--- config.mk ---
export PLATFORM = sky130hd
export DESIGN_NAME = adc_channel_ctrl
export DESIGN_NICKNAME = d
export VERILOG_FILES = /design/src/adc_chan_pkg.sv /design/src/adc_channel_ctrl.sv
export SDC_FILE = /design/constraint.sdc
export NUM_CORES = 1
export LEC_CHECK = 0
export BUFFER_PORTS_ARGS = -buffer_cell sky130_fd_sc_hd__buf_2
export CORE_ASPECT_RATIO = 1.75
export CORE_UTILIZATION = 30
export CTS_BUF_LIST = sky130_fd_sc_hd__clkbuf_4 sky130_fd_sc_hd__clkbuf_8
export DETAILED_ROUTE_END_ITERATION = 12
export SLEW_MARGIN = 20
export SYNTH_ARGS = -nofsm -noshare
export SYNTH_HDL_FRONTEND = slang
export SYNTH_SLANG_ARGS = --single-unit
--- constraint.sdc ---
create_clock -name pclk -period 1.9 [get_ports pclk]
set_input_delay 0.19 -clock pclk [delete_from_list [all_inputs] [get_ports pclk]]
set_output_delay 0.19 -clock pclk [all_outputs]
set_load 0.005 [all_outputs]
--- src/adc_chan_pkg.sv ---
// Shared constants and types for the converter channel control block
package adc_chan_pkg;

  // ----------------------------------------------------------------------
  // Register indices and address width
  // ----------------------------------------------------------------------
  localparam logic [3:0] IDX_CONTROL      = 4'h0;
  localparam logic [3:0] IDX_INPUT_SELECT = 4'h1;
  localparam logic [3:0] IDX_IRQ_CONTROL  = 4'h2;
  localparam logic [3:0] IDX_IRQ_FLAG     = 4'h3;
  localparam logic [3:0] IDX_RESULT_LOW   = 4'h4;
  localparam logic [3:0] IDX_RESULT_HIGH  = 4'h5;
  localparam logic [3:0] IDX_IRQ_MASK     = 4'h6;
  localparam int         ADDR_W           = 6;

  // ----------------------------------------------------------------------
  // Field positions, write masks and reset values
  // ----------------------------------------------------------------------
  localparam int         POS_SEL_LSB = 3;
  localparam int         NEG_SEL_LSB = 0;
  localparam int         COND_LSB    = 2;
  localparam int         LEVEL_LSB   = 0;
  localparam int         KIND_LSB    = 0;
  localparam int         FMT_LSB     = 2;
  localparam int         SIGNED_BIT  = 4;
  localparam int         FLAG_BIT    = 0;
  localparam logic [7:0] INPUT_MASK  = 8'h7F;
  localparam logic [7:0] IRQC_MASK   = 8'h0F;
  localparam logic [7:0] CTRL_MASK   = 8'h1F;
  localparam logic [7:0] RESET_BYTE  = 8'h00;

  // ----------------------------------------------------------------------
  // Encodings
  // ----------------------------------------------------------------------
  typedef enum logic [1:0] {
    KIND_INTERNAL     = 2'h0,
    single_ended_input = 2'h1,
    KIND_DIFF         = 2'h2,
    differential_gain_input = 2'h3
  } channel_input_kind_t;

  typedef enum logic [1:0] {
    COND_COMPLETE = 2'h0,
    COND_BELOW    = 2'h1,
    COND_RSVD     = 2'h2,
    COND_ABOVE    = 2'h3
  } irq_condition_t;

  typedef enum logic [1:0] {
    FMT_12_RIGHT = 2'h0,
    FMT_8        = 2'h1,
    FMT_12_LEFT  = 2'h2
  } result_format_t;

  // Analog source codes driven to the core mux, then negative select field codes and the gain pin base
  localparam logic [4:0] SRC_TEMP        = 5'h10;
  localparam logic [4:0] SRC_BANDGAP     = 5'h11;
  localparam logic [4:0] scaled_supply_select = 5'h12;
  localparam logic [4:0] SRC_PAD_GND     = 5'h14;
  localparam logic [4:0] internal_ground_select = 5'h15;
  localparam logic [4:0] SRC_NONE        = 5'h1F;
  localparam logic [2:0] NEG_PAD_GND     = 3'h5;
  localparam logic [2:0] NEG_INT_GND     = 3'h7;
  localparam logic [2:0] NEG_GAIN_INTERNAL_GROUND_SELECT = 3'h4;
  localparam logic [2:0] NEG_GAIN_PADGND = 3'h7;
  localparam logic [4:0] GAIN_PIN_BASE   = 5'h04;

endpackage

--- src/adc_channel_ctrl.sv ---
// Converter channel control: input mux, interrupt flag, result format
module adc_channel_ctrl
  import adc_chan_pkg::*;
#(
  parameter int RESULT_W = 12
) (
  // APB slave
  input  wire logic                      pclk,
  input  wire logic                      presetn,
  input  wire logic                      psel,
  input  wire logic                      penable,
  input  wire logic                      pwrite,
  input  wire logic [adc_chan_pkg::ADDR_W-1:0] paddr,
  input  wire logic [31:0]               pwdata,
  input  wire logic [3:0]                pstrb,
  output logic      [31:0]               prdata,
  output logic                           pready,
  output logic                           pslverr,
  // Converter core
  input  wire logic                      conv_done,
  input  wire logic [RESULT_W-1:0]       conv_result_word,
  input  wire logic                      cmp_below,
  input  wire logic                      cmp_above,
  output logic      [4:0]                pos_source,
  output logic      [4:0]                neg_source,
  output logic                           signed_conv,
  // Interrupt controller
  input  wire logic                      vector_ack,
  output logic      [1:0]                irq_priority_level,
  output logic                           irq_request,
  output logic                           irq
);
  import adc_chan_pkg::*;

  // Formatting slices are fixed to a 12-bit result word
  if (RESULT_W != 12) begin : g_width_check
    $error("RESULT_W must be 12");
  end

  // ----------------------------------------------------------------------
  // Registers
  // ----------------------------------------------------------------------
  logic [7:0] control;
  logic [7:0] input_select;
  logic [7:0] irq_control;
  logic [7:0] irq_mask;
  logic       flag;
  logic [7:0] result_low;
  logic [7:0] result_high;
  logic [7:0] high_hold;
  logic [7:0] next_low;
  logic [7:0] next_high;

  logic        wr_en;
  logic        rd_en;
  logic [3:0]  reg_idx;
  logic        mapped;

  assign reg_idx = paddr[ADDR_W-1:2];
  assign wr_en   = psel && penable && pwrite && pstrb[0];
  assign rd_en   = psel && penable && !pwrite;
  assign pready  = 1'b1;
  assign mapped  = reg_idx <= IDX_IRQ_MASK && paddr[1:0] == 2'h0;
  assign pslverr = psel && penable && !mapped;

  function automatic logic hit(input logic [3:0] idx);
    hit = wr_en && reg_idx == idx && paddr[1:0] == 2'h0;
  endfunction

  channel_input_kind_t kind;
  irq_condition_t      cond;
  result_format_t      fmt;
  assign kind        = channel_input_kind_t'(control[KIND_LSB +: 2]);
  assign fmt         = result_format_t'(control[FMT_LSB +: 2]);
  assign signed_conv = control[SIGNED_BIT];
  assign cond        = irq_condition_t'(irq_control[COND_LSB +: 2]);

  // ----------------------------------------------------------------------
  // Configuration writes
  // ----------------------------------------------------------------------
  always_ff @(posedge pclk or negedge presetn) begin
    if (!presetn) begin
      control <= RESET_BYTE;
    end else if (hit(IDX_CONTROL)) begin
      // Differential kinds are refused unless signed conversion is set
      if (pwdata[1] && !pwdata[SIGNED_BIT]) begin
        control <= {pwdata[7:2], 2'h0} & CTRL_MASK;
      end else begin
        control <= pwdata[7:0] & CTRL_MASK;
      end
    end
  end

  always_ff @(posedge pclk or negedge presetn) begin
    if (!presetn) begin
      input_select <= RESET_BYTE;
    end else if (hit(IDX_INPUT_SELECT)) begin
      // Reserved bit 7 kept zero regardless of software
      input_select <= pwdata[7:0] & INPUT_MASK;
    end
  end

  always_ff @(posedge pclk or negedge presetn) begin
    if (!presetn) begin
      irq_control <= RESET_BYTE;
    end else if (hit(IDX_IRQ_CONTROL)) begin
      irq_control <= pwdata[7:0] & IRQC_MASK;
    end
  end

  always_ff @(posedge pclk or negedge presetn) begin
    if (!presetn) begin
      irq_mask <= RESET_BYTE;
    end else if (hit(IDX_IRQ_MASK)) begin
      irq_mask <= pwdata[7:0] & 8'h01;
    end
  end

  // ----------------------------------------------------------------------
  // Input multiplexer decode
  // ----------------------------------------------------------------------
  logic [3:0] pos_code;
  logic [2:0] neg_code;
  assign pos_code = input_select[POS_SEL_LSB +: 4];
  assign neg_code = input_select[NEG_SEL_LSB +: 3];

  always_comb begin
    pos_source = SRC_NONE;
    unique case (kind)
      KIND_INTERNAL: begin
        unique case (pos_code)
          4'h0:    pos_source = SRC_TEMP;
          4'h1:    pos_source = SRC_BANDGAP;
          4'h2:    pos_source = scaled_supply_select;
          default: pos_source = SRC_NONE;
        endcase
      end
      default: pos_source = {1'b0, pos_code};
    endcase
  end

  always_comb begin
    neg_source = SRC_NONE;
    unique case (kind)
      KIND_DIFF: begin
        if (!neg_code[2]) begin
          neg_source = {2'h0, neg_code};
        end else if (neg_code == NEG_PAD_GND) begin
          neg_source = SRC_PAD_GND;
        end else if (neg_code == NEG_INT_GND) begin
          neg_source = internal_ground_select;
        end
      end
      differential_gain_input: begin
        if (!neg_code[2]) begin
          neg_source = GAIN_PIN_BASE + {2'h0, neg_code};
        end else if (neg_code == NEG_GAIN_INTERNAL_GROUND_SELECT) begin
          neg_source = internal_ground_select;
        end else if (neg_code == NEG_GAIN_PADGND) begin
          neg_source = SRC_PAD_GND;
        end
      end
      default: neg_source = SRC_NONE;
    endcase
  end

  // ----------------------------------------------------------------------
  // Interrupt flag
  // ----------------------------------------------------------------------
  logic set_flag;
  always_comb begin
    set_flag = 1'b0;
    if (conv_done) begin
      unique case (cond)
        COND_COMPLETE: set_flag = 1'b1;
        COND_BELOW:    set_flag = cmp_below;
        COND_ABOVE:    set_flag = cmp_above;
        default:       set_flag = 1'b0;
      endcase
    end
  end

  // Set beats a same-cycle clear so no completion is lost
  always_ff @(posedge pclk or negedge presetn) begin
    if (!presetn) begin
      flag <= 1'b0;
    end else if (set_flag) begin
      flag <= 1'b1;
    end else if (vector_ack) begin
      flag <= 1'b0;
    end else if (hit(IDX_IRQ_FLAG) && pwdata[FLAG_BIT]) begin
      flag <= 1'b0;
    end
  end

  assign irq_priority_level = irq_control[LEVEL_LSB +: 2];
  assign irq_request = flag && irq_priority_level != 2'h0;
  assign irq         = flag && irq_mask[FLAG_BIT];

  // ----------------------------------------------------------------------
  // Result formatting
  // ----------------------------------------------------------------------
  logic diff_kind;
  assign diff_kind = kind[1];

  always_comb begin
    next_low  = RESET_BYTE;
    next_high = RESET_BYTE;
    unique case (fmt)
      FMT_12_LEFT: begin
        next_high = conv_result_word[11:4];
        next_low  = {conv_result_word[3:0], 4'h0};
      end
      FMT_8: begin
        next_low  = conv_result_word[7:0];
        // Two's complement extension from bit 7 when signed, zero fill otherwise
        next_high = {8{signed_conv && conv_result_word[7]}};
      end
      default: begin
        next_low  = conv_result_word[7:0];
        next_high = {{4{diff_kind && conv_result_word[11]}},
                     conv_result_word[11:8]};
      end
    endcase
  end

  always_ff @(posedge pclk or negedge presetn) begin
    if (!presetn) begin
      result_low  <= RESET_BYTE;
      result_high <= RESET_BYTE;
    end else if (conv_done) begin
      result_low  <= next_low;
      result_high <= next_high;
    end
  end

  // Low read freezes the matching high byte
  always_ff @(posedge pclk or negedge presetn) begin
    if (!presetn) begin
      high_hold <= RESET_BYTE;
    end else if (rd_en && reg_idx == IDX_RESULT_LOW) begin
      high_hold <= result_high;
    end
  end

  // ----------------------------------------------------------------------
  // Read data
  // ----------------------------------------------------------------------
  always_ff @(posedge pclk or negedge presetn) begin
    if (!presetn) begin
      prdata <= 32'h0000_0000;
    end else if (psel && !penable && !pwrite && !mapped) begin
      // Refused reads return zero, unaligned ones included
      prdata <= 32'h0000_0000;
    end else if (psel && !penable && !pwrite) begin
      unique case (reg_idx)
        IDX_CONTROL:      prdata <= {24'h0, control};
        IDX_INPUT_SELECT: prdata <= {24'h0, input_select};
        IDX_IRQ_CONTROL:  prdata <= {24'h0, irq_control};
        IDX_IRQ_FLAG:     prdata <= {31'h0, flag};
        IDX_RESULT_LOW:   prdata <= {24'h0, result_low};
        IDX_RESULT_HIGH:  prdata <= {24'h0, high_hold};
        IDX_IRQ_MASK:     prdata <= {24'h0, irq_mask};
        default:          prdata <= 32'h0000_0000;
      endcase
    end
  end

endmodule

; After elaboration in Yosys (flattened, before gate mapping)
; Index checks and enable logic that the tools add are counted.
[op_classes]
n_eq_ne = 17
addsub = 1
n_lt_le_gt_ge = 1
n_mux = 20
n_reduce_logical = 38
[op_table]
columns = operator, n
row1 = 2-to-1 mux 32 bit, 2
row2 = case mux 8 bit (7 select lines), 1
row3 = logical AND 1 bit, 26
row4 = 2-to-1 mux 4 bit, 4
row5 = case mux 8 bit (2 select lines), 1
row6 = 2-to-1 mux 5 bit, 3
row7 = equality test 4 x 2 -> 1 bit (second input constant), 3
row8 = equality test 4 x 3 -> 1 bit (second input constant), 3
row9 = case mux 4 bit (3 select lines), 1
row10 = case mux 5 bit (2 select lines), 1
row11 = equality test 3 bit (second input constant), 3
row12 = equality test 2 bit (second input constant), 4
row13 = equality test 4 x 1 -> 1 bit (second input constant), 2
row14 = zero test 4 bit, 2
row15 = 2-to-1 mux 8 bit, 1
row16 = zero test 2 bit, 3
row17 = adder 3 x 3 -> 4 bit (first input constant), 1
row18 = equality test 2 x 1 -> 1 bit (second input constant), 2
row19 = less-or-equal comparator 4 x 3 -> 1 bit (second input constant), 1
row20 = zero test 1 bit, 4
row21 = 2-to-1 mux 1 bit, 4
row22 = nonzero test 2 bit, 2
row23 = case mux 1 bit (3 select lines), 1
row24 = nonzero test 3 bit, 1
row25 = 2-to-1 mux 2 bit, 1
[totals]
out_inout_bits = 49
regBits = 74
input_bits = 63
word_cells = 86

; Depth between registers and ports, before layout
; Gate-level depths: netlist (run 1).
[depth]
ltp_word = 9
ltp_mapped = 7
depth_no_buf = 6

; Worst setup path after synthesis (run 1)
; Ideal clock, no wire load.
[synth_timing]
path_kind = register -> register
from = reg control[2]
to = reg result_low[6]
path_slack_ps = 394
t_required_ps = 1765
stages_incl_launch_ff = 7
setup_time_ps = 135
n_path_buf = 2
t_arrival_ps = 1371
period_less_slack_ps = 1506
cell_sequence = dfrtp_1 inv_1 ha_1 clkbuf_1 clkbuf_1 mux2i_1 a21oi_1
[synth_via]
elab_chain_len = 2
[synth_rtl]
columns = element, line
row1 = "start, declared", adc_channel_ctrl.sv:43  ; logic [7:0] control;
row2 = "start signal, assigned", adc_channel_ctrl.sv:87  ; control <= {pwdata[7:2], 2'h0} & CTRL_MASK;
row3 = "start signal, assigned", adc_channel_ctrl.sv:89  ; control <= pwdata[7:0] & CTRL_MASK;
row4 = equality test 2 bit, adc_channel_ctrl.sv:209  ; unique case (fmt)
row5 = 2-to-1 mux 8 bit, adc_channel_ctrl.sv:209
row6 = "end signal, assigned", adc_channel_ctrl.sv:232  ; result_low <= next_low;
row7 = "end, declared", adc_channel_ctrl.sv:48  ; logic [7:0] result_low;
; No other way between the ends.
; A chain may end at the register's enable or synchronous reset.

; Worst setup path after layout (run 1)
[layout_timing]
from = reg input_select[1]
to = out neg_source[0]
[layout_via]
elab_chain_len = 5
elab_cells_between_ends = 9
classes_between = eq/ne (3) / mux (6)
[layout_rtl]
columns = element, line
row1 = "start, declared", adc_channel_ctrl.sv:44  ; logic [7:0] input_select;
row2 = "start signal, assigned", adc_channel_ctrl.sv:99  ; input_select <= pwdata[7:0] & INPUT_MASK;
row3 = equality test 3 bit, adc_channel_ctrl.sv:159  ; end else if (neg_code == NEG_GAIN_PADGND) begin
row4 = 2-to-1 mux 4 bit, adc_channel_ctrl.sv:159
row5 = 2-to-1 mux 4 bit, adc_channel_ctrl.sv:157  ; end else if (neg_code == NEG_GAIN_INTERNAL_GROUND_SELECT) begin
row6 = 2-to-1 mux 5 bit, adc_channel_ctrl.sv:155  ; if (!neg_code[2]) begin
row7 = case mux 5 bit (2 select lines) (*), adc_channel_ctrl.sv:144  ; unique case (kind)
row8 = "end, declared", adc_channel_ctrl.sv:25  ; output logic [4:0] neg_source,
; Every way passes the cells marked *; elsewhere a longest branch is shown, timed or not.

==> qor_table.md, run 1 <==
| Metric | Value | Unit |
| --- | --- | --- |
| Run status | finished, final reports clean | - |
| Max Transition Viols Final | 0 | - |
| Launching element type of the critical path | register | - |
| Layout-stage area growth over the synthesis result | 15.57 | % |
| Clock tree root buffer cell | clkbuf_8 | - |
| Signal arrival time at the worst endpoint | 1460 | ps |
| Number of nets in the final layout | 408 | - |
| Share of final-layout standard cells stronger than drive strength 1 | 0.3198 | - |
| Area of all placed cells without fillers | 0.003307 | mm2 |
| Maximum level of the CTS H-tree | 2 | - |
| CORE AREA | 0.009151 | mm2 |
| Worst-margin pin slew | 585.2 | ps |
| Maximum clock frequency | 606.2 | MHz |
| Cell Area, Placed | 0.003203 | mm2 |
| Leakage component of the power | 0.001631 | uW |
| Number of CTS-inserted buffers | 5 | - |
| Clock tree skew after final layout | 7.315 | ps |
| Drt via density | 4.685 | - |
| Synth Instances | 283 | - |
| Number of antenna violations at the first check in global routing | 0 | - |
| Clock insertion delay at the later pin of the skew report | 310 | ps |
| Number of post-CTS setup repair buffers | 0 | - |
| Yosys warning total | 0 | - |
| Number of I/O pins | 112 | - |
| Post-layout minimum cycle time | 1650 | ps |
| Hold Crit Depth | 2 | - |
| Diodes inserted | 0 | - |
| Setup-violating endpoint count in the final report | 0 | - |
| Overall die width | 75.83 | um |
| Critical setup path kind | register to output port | - |
| Initial Util | 0.3127 | - |
| Total of cells resized after clock tree synthesis | 0 | - |
| Iteration count of the initial detailed-routing pass | 4 | - |
| Count of buffers from port buffering | 58 | - |
| Cell area after synthesis | 0.002861 | mm2 |
| Normalized max-slew margin | 0.6099 | - |
| Vias | 2174 | - |
| Final Hold Vio Count | 0 | - |
| Drt first-iter violations | 94 | - |
| Maximum fanout along the worst path | 5 | - |
| Maximum clock insertion buffer count | 2 | - |
| Synth Area per Inst | 10.11 | um2 |
| Fin crit share | 0.8683 | - |
| Pin count of the biggest net entering global routing | 28 | - |
| Via count of the first global-routing pass | 2217 | - |
| Maximum ir drop on the vdd rail | 0.0002945 | V |
| Worst reg-to-reg path cell count | 5 | - |
| Top FF cell, synth | dfrtp_1 | - |
| Count of flip-flops with a built-in enable after synthesis | 0 | - |
| Number of storage elements in the synthesis netlist | 50 | - |
| Overall Global Routing Usage | 0.1488 | - |
| Floorplan row count | 46 | - |
| Vertical die dimension | 131.2 | um |
| Count of max-cap constraint violations | 0 | - |
| Clock-pin transition on the worst setup and hold timing paths | 100 | ps |
| Die footprint | 0.009948 | mm2 |
| Grt total ovfl | 0 | - |
| Class of the tightest hold or removal check | input pin to register | - |
| Last weighted congestion value of the routability-driven placer | 0.7807 | - |
| Unique cell type count in the Yosys netlist | 42 | - |
| Setup repair after global routing missed its margin | false | - |
| Detailed placer's ending HPWL | 5444 | um |
| Worst Path Required | 1710 | ps |
| Num Clock Sinks | 50 | - |
| Remaining antenna violation count | 0 | - |
| Sequential area share after synthesis | 0.4373 | - |
| Proportion of register bits with asynchronous set or reset after synthesis | 1.000 | - |
| Global-route wire length before repair | 11050 | um |
| Power density over cell area | 644.1 | mW/mm2 |
| Hold-fix buffers, CTS | 1 | - |
| Clock tree from TritonCTS | done | - |
| Post-route DRC violation count | 0 | - |
| TNS Setup | 0 | ps |
| Routed len/inst | 14.52 | um |
| Detailed-route wire length | 6739 | um |
| Type of destination of the critical path | output port | - |
-- worst max-delay path, stage by stage, from the launching register on --
cell,delay [ps]
dfrtp_1,450
nor2b_1,210
nor2_1,80
a21boi_0,120
o21ai_0,160
buf_2,130
-- cells in the final DEF (no fill, tap or decap), drive strengths merged, types with 3 or more instances in the layout --
cell type	n
mux2i	18
buf	69
nor2	10
a21oi	18
nand2b	5
clkbuf	5
dfrtp	50
inv	17
nor3b	5
nand4	3
conb	25
a32oi	3
o21ai	20
nand2	26
mux2	26
nand3b	7
o22ai	7
-- sequential cells by signal (all words and copies together), names as in the netlist --
register	flops
control	5
flag	1
high_hold	8
input_select	7
irq_control	4
irq_mask	1
prdata	8
result_high	8
result_low	8
-- layer usage --
metal / up-vias / share of wire / GRT usage
li1: 1053 / - / -
met1: 1042 / 0.40 / 0.1706
met2: 70 / 0.54 / 0.2586
met3: 9 / 0.040 / 0.02377
met4: 0 / 0.024 / 0.06687
met5: - / 0 / 0
-- power breakdown --
| part | total [uW] | switching (uW) | leakage [uW] | internal [uW] |
|---|---|---|---|---|
| Combinational | 307 | 167 | 0.000943 | 141 |
| Clock | 645 | 379 | 0.0000447 | 266 |
| Sequential | 1180 | 46.5 | 0.000643 | 1130 |
| Total | 2130 | 592 | 0.00163 | 1540 |
-- cell families (layout without fill, tap and decap cells) --
logic type,after synthesis,in the layout,share of synthesized area
AO/OA/AOI/OAI,60,60,0.1242
XOR/XNOR,1,1,0.003061
adder cells (fa/ha/maj),2,2,0.008744
buffers and inverters,56,94,0.1146
flip-flops,50,50,0.4373
multiplexers,44,44,0.1653
other,2,25,0.002625
AND/OR/NAND/NOR,68,68,0.1443
-- final cells by class --
| class | count | area, um2 |
|---|---|---|
| sequential | 50 | 1251 |
| multi-input combinational | 200 | 1369 |
| fill | 948 | 5844 |
| clock inverter | 3 | 25.02 |
| timing repair buffer | 70 | 382.9 |
| inverter | 16 | 60.06 |
| tap | 120 | 150.1 |
| clock buffer | 5 | 68.82 |
-- stage by stage --
stage | std cells | utilization | setup WS, ps | hold WS [ps] | power, uW
5_1_grt | 464 | 0.3614 | 114.6 | 105.2 | 2251
2_1_floorplan | 306 | - | 394.2 | -105.6 | 1404
3_3_place_gp | 455 | 0.3500 | 128.3 | 205.2 | 1501
3_5_place_dp | 455 | 0.3500 | 90.28 | 200.4 | 1508
4_1_cts | 464 | 0.3614 | 240.3 | 100.0 | 2170
6_report | 464 | 0.3614 | 250.3 | 111.6 | 2130
-- cell usage after synthesis, drive strengths merged, types with 2 or more instances --
cell type   n  share of area
nor2       10          0.013
mux2       26           0.10
nand3b      7          0.018
nand4       3         0.0066
ha          2         0.0087
a2bb2oi     2         0.0061
or3b        2         0.0061
clkbuf      8          0.010
o211ai      2         0.0052
nor3b       5          0.017
dfrtp      50           0.44
or3         2         0.0044
o22ai       7          0.015
nand2      26          0.034
nand2b      5          0.011
a32oi       3         0.0092
a21oi      18          0.031
conb        2         0.0026
o21bai      2         0.0052
nor4b       2          0.014
o21ai      20          0.035
inv        16          0.021
buf        32          0.083
mux2i      18          0.063
-- path summary, 6_finish.rpt --
check                                                  from                           to  slack [ps]
worst min register to register        prdata[0]$_DFFE_PN0P_        prdata[0]$_DFFE_PN0P_         490
worst min-delay path                              pwdata[6]  input_select[6]$_DFFE_PN0P_         110
worst max-delay path            input_select[1]$_DFFE_PN0P_                neg_source[0]         250
min in group asynchronous                           presetn   result_high[2]$_DFFE_PN0P_         390
max in group asynchronous                           presetn    result_low[2]$_DFFE_PN0P_         900
worst max register to register       control[2]$_DFFE_PN0P_   result_high[1]$_DFFE_PN0P_         280
Power figures use the tool's default switching activity.
==> run 2, diff against run 1 <==
- CORE_UTILIZATION: 30 -> 46
- PLACE_DENSITY: default -> 0.76
==> run 2 against run 1 <==
Effect of this change:
- sequential cell count unchanged
- first-iteration DRC count decreased by 24%
- clock-buffer cell count stayed put
- cell count is 9.5% lower
- register-to-register slack improved by 20 ps
- wire length down 9.3%
- sequential share of layout area increased by 0.73 points
- critical path type unchanged
- largest power group unchanged
- highest routed layer unchanged
==> qor_table.md, run 2 (synthesized netlist as in run 1, its figures left out) <==
| Metric | Value | Unit |
| --- | --- | --- |
| Run status | finished, final reports clean | - |
| Post-route DRC violation count | 0 | - |
| Num Clock Sinks | 50 | - |
| Worst stage delay on the critical path | 450 | ps |
| Setup repair after global routing missed its margin | false | - |
| Leakage component of the power | 0.001628 | uW |
| Grt total ovfl | 0 | - |
| Count of buffers from port buffering | 58 | - |
| Number of I/O pins | 112 | - |
| Hold Crit Start | pwdata[6] | - |
| R2R Path End | result_high[1]$_DFFE_PN0P_ | - |
| Top library cells by usage in the layout, fill and taps aside | 58 x buf_2, 50 x dfrtp_1, 26 x nand2_1, 26 x mux2_2, 25 x conb_1 | - |
| Area of all placed cells without fillers | 0.003244 | mm2 |
| Highest routing layer actually used | met4 | - |
| Setup-violating endpoint count in the final report | 0 | - |
| Clock tree skew after final layout | 5.784 | ps |
| Count of max-cap constraint violations | 0 | - |
| Signal arrival time at the worst endpoint | 1440 | ps |
| Worst Path Required | 1710 | ps |
| CORE AREA | 0.005926 | mm2 |
| TNS Setup | 0 | ps |
| Overall Global Routing Usage | 0.2032 | - |
| Clock-pin transition on the worst setup and hold timing paths | 80 | ps |
| Commonest non-fill, non-tap cell in the layout | buf_2 | - |
| Detail Route met2 WL | 3320 | um |
| Vertical die dimension | 106.3 | um |
| Power density over cell area | 633.7 | mW/mm2 |
| Worst reg2reg path startpoint | control[2]$_DFFE_PN0P_ | - |
| Launching element type of the critical path | register | - |
| Final Hold Vio Count | 0 | - |
| Crit path setup slack, layout | 271.8 | ps |
| Detailed-route wire length | 6109 | um |
| Met1 Routed Length | 2350 | um |
| Type of destination of the critical path | output port | - |
| Fin crit share | 0.8570 | - |
| Routed len/inst | 14.55 | um |
| Clock tree from TritonCTS | done | - |
| Slowest stage cell on the critical path | dfrtp_1 | - |
| CP cell instances | nor2b_1, nor2_1, a21boi_0, o21ai_0, buf_2 | - |
| Die footprint | 0.006552 | mm2 |
| Layout-stage area growth over the synthesis result | 13.38 | % |
| Maximum clock insertion buffer count | 2 | - |
| Overall die width | 61.62 | um |
| Worst Setup Slack post-DPL | 256.5 | ps |
| Share of final-layout standard cells stronger than drive strength 1 | 0.3158 | - |
| Critical setup path kind | register to output port | - |
| Number of CTS-inserted buffers | 5 | - |
| Maximum clock frequency | 614.2 | MHz |
| Vias | 2182 | - |
| Drt via density | 5.195 | - |
| Maximum level of the CTS H-tree | 2 | - |
| Floorplan row count | 37 | - |
| Class of the tightest hold or removal check | input pin to register | - |
| Drt first-iter violations | 71 | - |
| Cell Area, Placed | 0.003156 | mm2 |
| Worst-case hold path end point | input_select[6]$_DFFE_PN0P_ | - |
| Reg2Reg Setup Slack | 300 | ps |
| Last weighted congestion value of the routability-driven placer | 0.8066 | - |
| Worst-margin pin slew | 588.3 | ps |
| Worst reg-to-reg path cell count | 5 | - |
| Diodes inserted | 0 | - |
| Initial Util | 0.4829 | - |
| Via count of the first global-routing pass | 2102 | - |
| Maximum fanout along the worst path | 5 | - |
| Total of cells resized after clock tree synthesis | 0 | - |
| Met3 wire len | 221 | um |
| Clock insertion delay at the later pin of the skew report | 300 | ps |
| Iteration count of the initial detailed-routing pass | 4 | - |
| Detailed placer's ending HPWL | 4850 | um |
| Clock tree root buffer cell | clkbuf_8 | - |
| Post-layout minimum cycle time | 1628 | ps |
| Maximum ir drop on the vdd rail | 0.0004778 | V |
| Max Transition Viols Final | 0 | - |
| Normalized max-slew margin | 0.6078 | - |
| Number of antenna violations at the first check in global routing | 0 | - |
| Number of nets in the final layout | 407 | - |
| Hold Crit Depth | 2 | - |
| Pin count of the biggest net entering global routing | 28 | - |
| Global-route wire length before repair | 9777 | um |
| Remaining antenna violation count | 0 | - |
[run 2: cell count changes in the layout (fill, tap and decap cells not counted)]
cell        before  now
clkinv_4         1    0
buf_12           0    1
clkinvlp_4       1    0
inv_6            1    0
clkinv_2         0    2
buf_4           11    9
[run 2: critical path: cells and delay by family (launching register included)]
family / cells / cell delay [ps]
buffers and inverters: 1 / 130
AO/OA/AOI/OAI: 2 / 280
flip-flops: 1 / 450
AND/OR/NAND/NOR: 2 / 280
[run 2: cell type report]
cell class	count	area, um2
Sequential cell	50	1251
Timing Repair Buffer	69	387.9
Inverter	16	60.06
Fill cell	557	2681
Tap cell	78	97.59
Multi-Input combinational cell	200	1369
Clock buffer	5	68.82
Clock inverter	2	10.01
[run 2: routing by layer]
layer | vias up | track usage
met5 | - | 0
met3 | 16 | 0.03406
met1 | 1032 | 0.2335
met4 | 0 | 0.09206
met2 | 84 | 0.3510
li1 | 1050 | -
[run 2: what timing repair did]
action                    4_1_cts  5_1_grt
hold buffers                    1        0
setup buffers                   0        0
hold endpoints to repair       23        0
[run 2: how the worst max path moves through the flow]
stage,startpoint,to,slack [ps],depth (start not counted)
final,input_select[1]$_DFFE_PN0P_,neg_source[0],270,5
after global routing,control[2]$_DFFE_PN0P_,result_high[3]$_DFFE_PN0P_,120,6
after CTS,input_select[1]$_DFFE_PN0P_,neg_source[0],270,5
after detailed placement,psel,control[4]$_DFFE_PN0P_,260,6
after global placement,paddr[4],high_hold[7]$_DFFE_PN0P_,270,5
after floorplan,control[2]$_DFFE_PN0P_,result_low[6]$_DFFE_PN0P_,390,6
[run 2: power breakdown]
part	switching, uW	internal, uW
sequential	45.5	1130
clock	328	247
combinational	164	140
total	538	1520
[run 2: metrics by stage]
| stage | hold WS, ps | cells | utilization | power, uW |
|---|---|---|---|---|
| global route | 115.2 | 420 | 0.5475 | 2167 |
| finish | 116.6 | 420 | 0.5475 | 2056 |
| floorplan | -105.6 | 306 | - | 1404 |
| CTS | 117.4 | 420 | 0.5475 | 2074 |
| global placement | 219.4 | 412 | 0.5325 | 1491 |
| detailed placement | 223.7 | 412 | 0.5325 | 1502 |
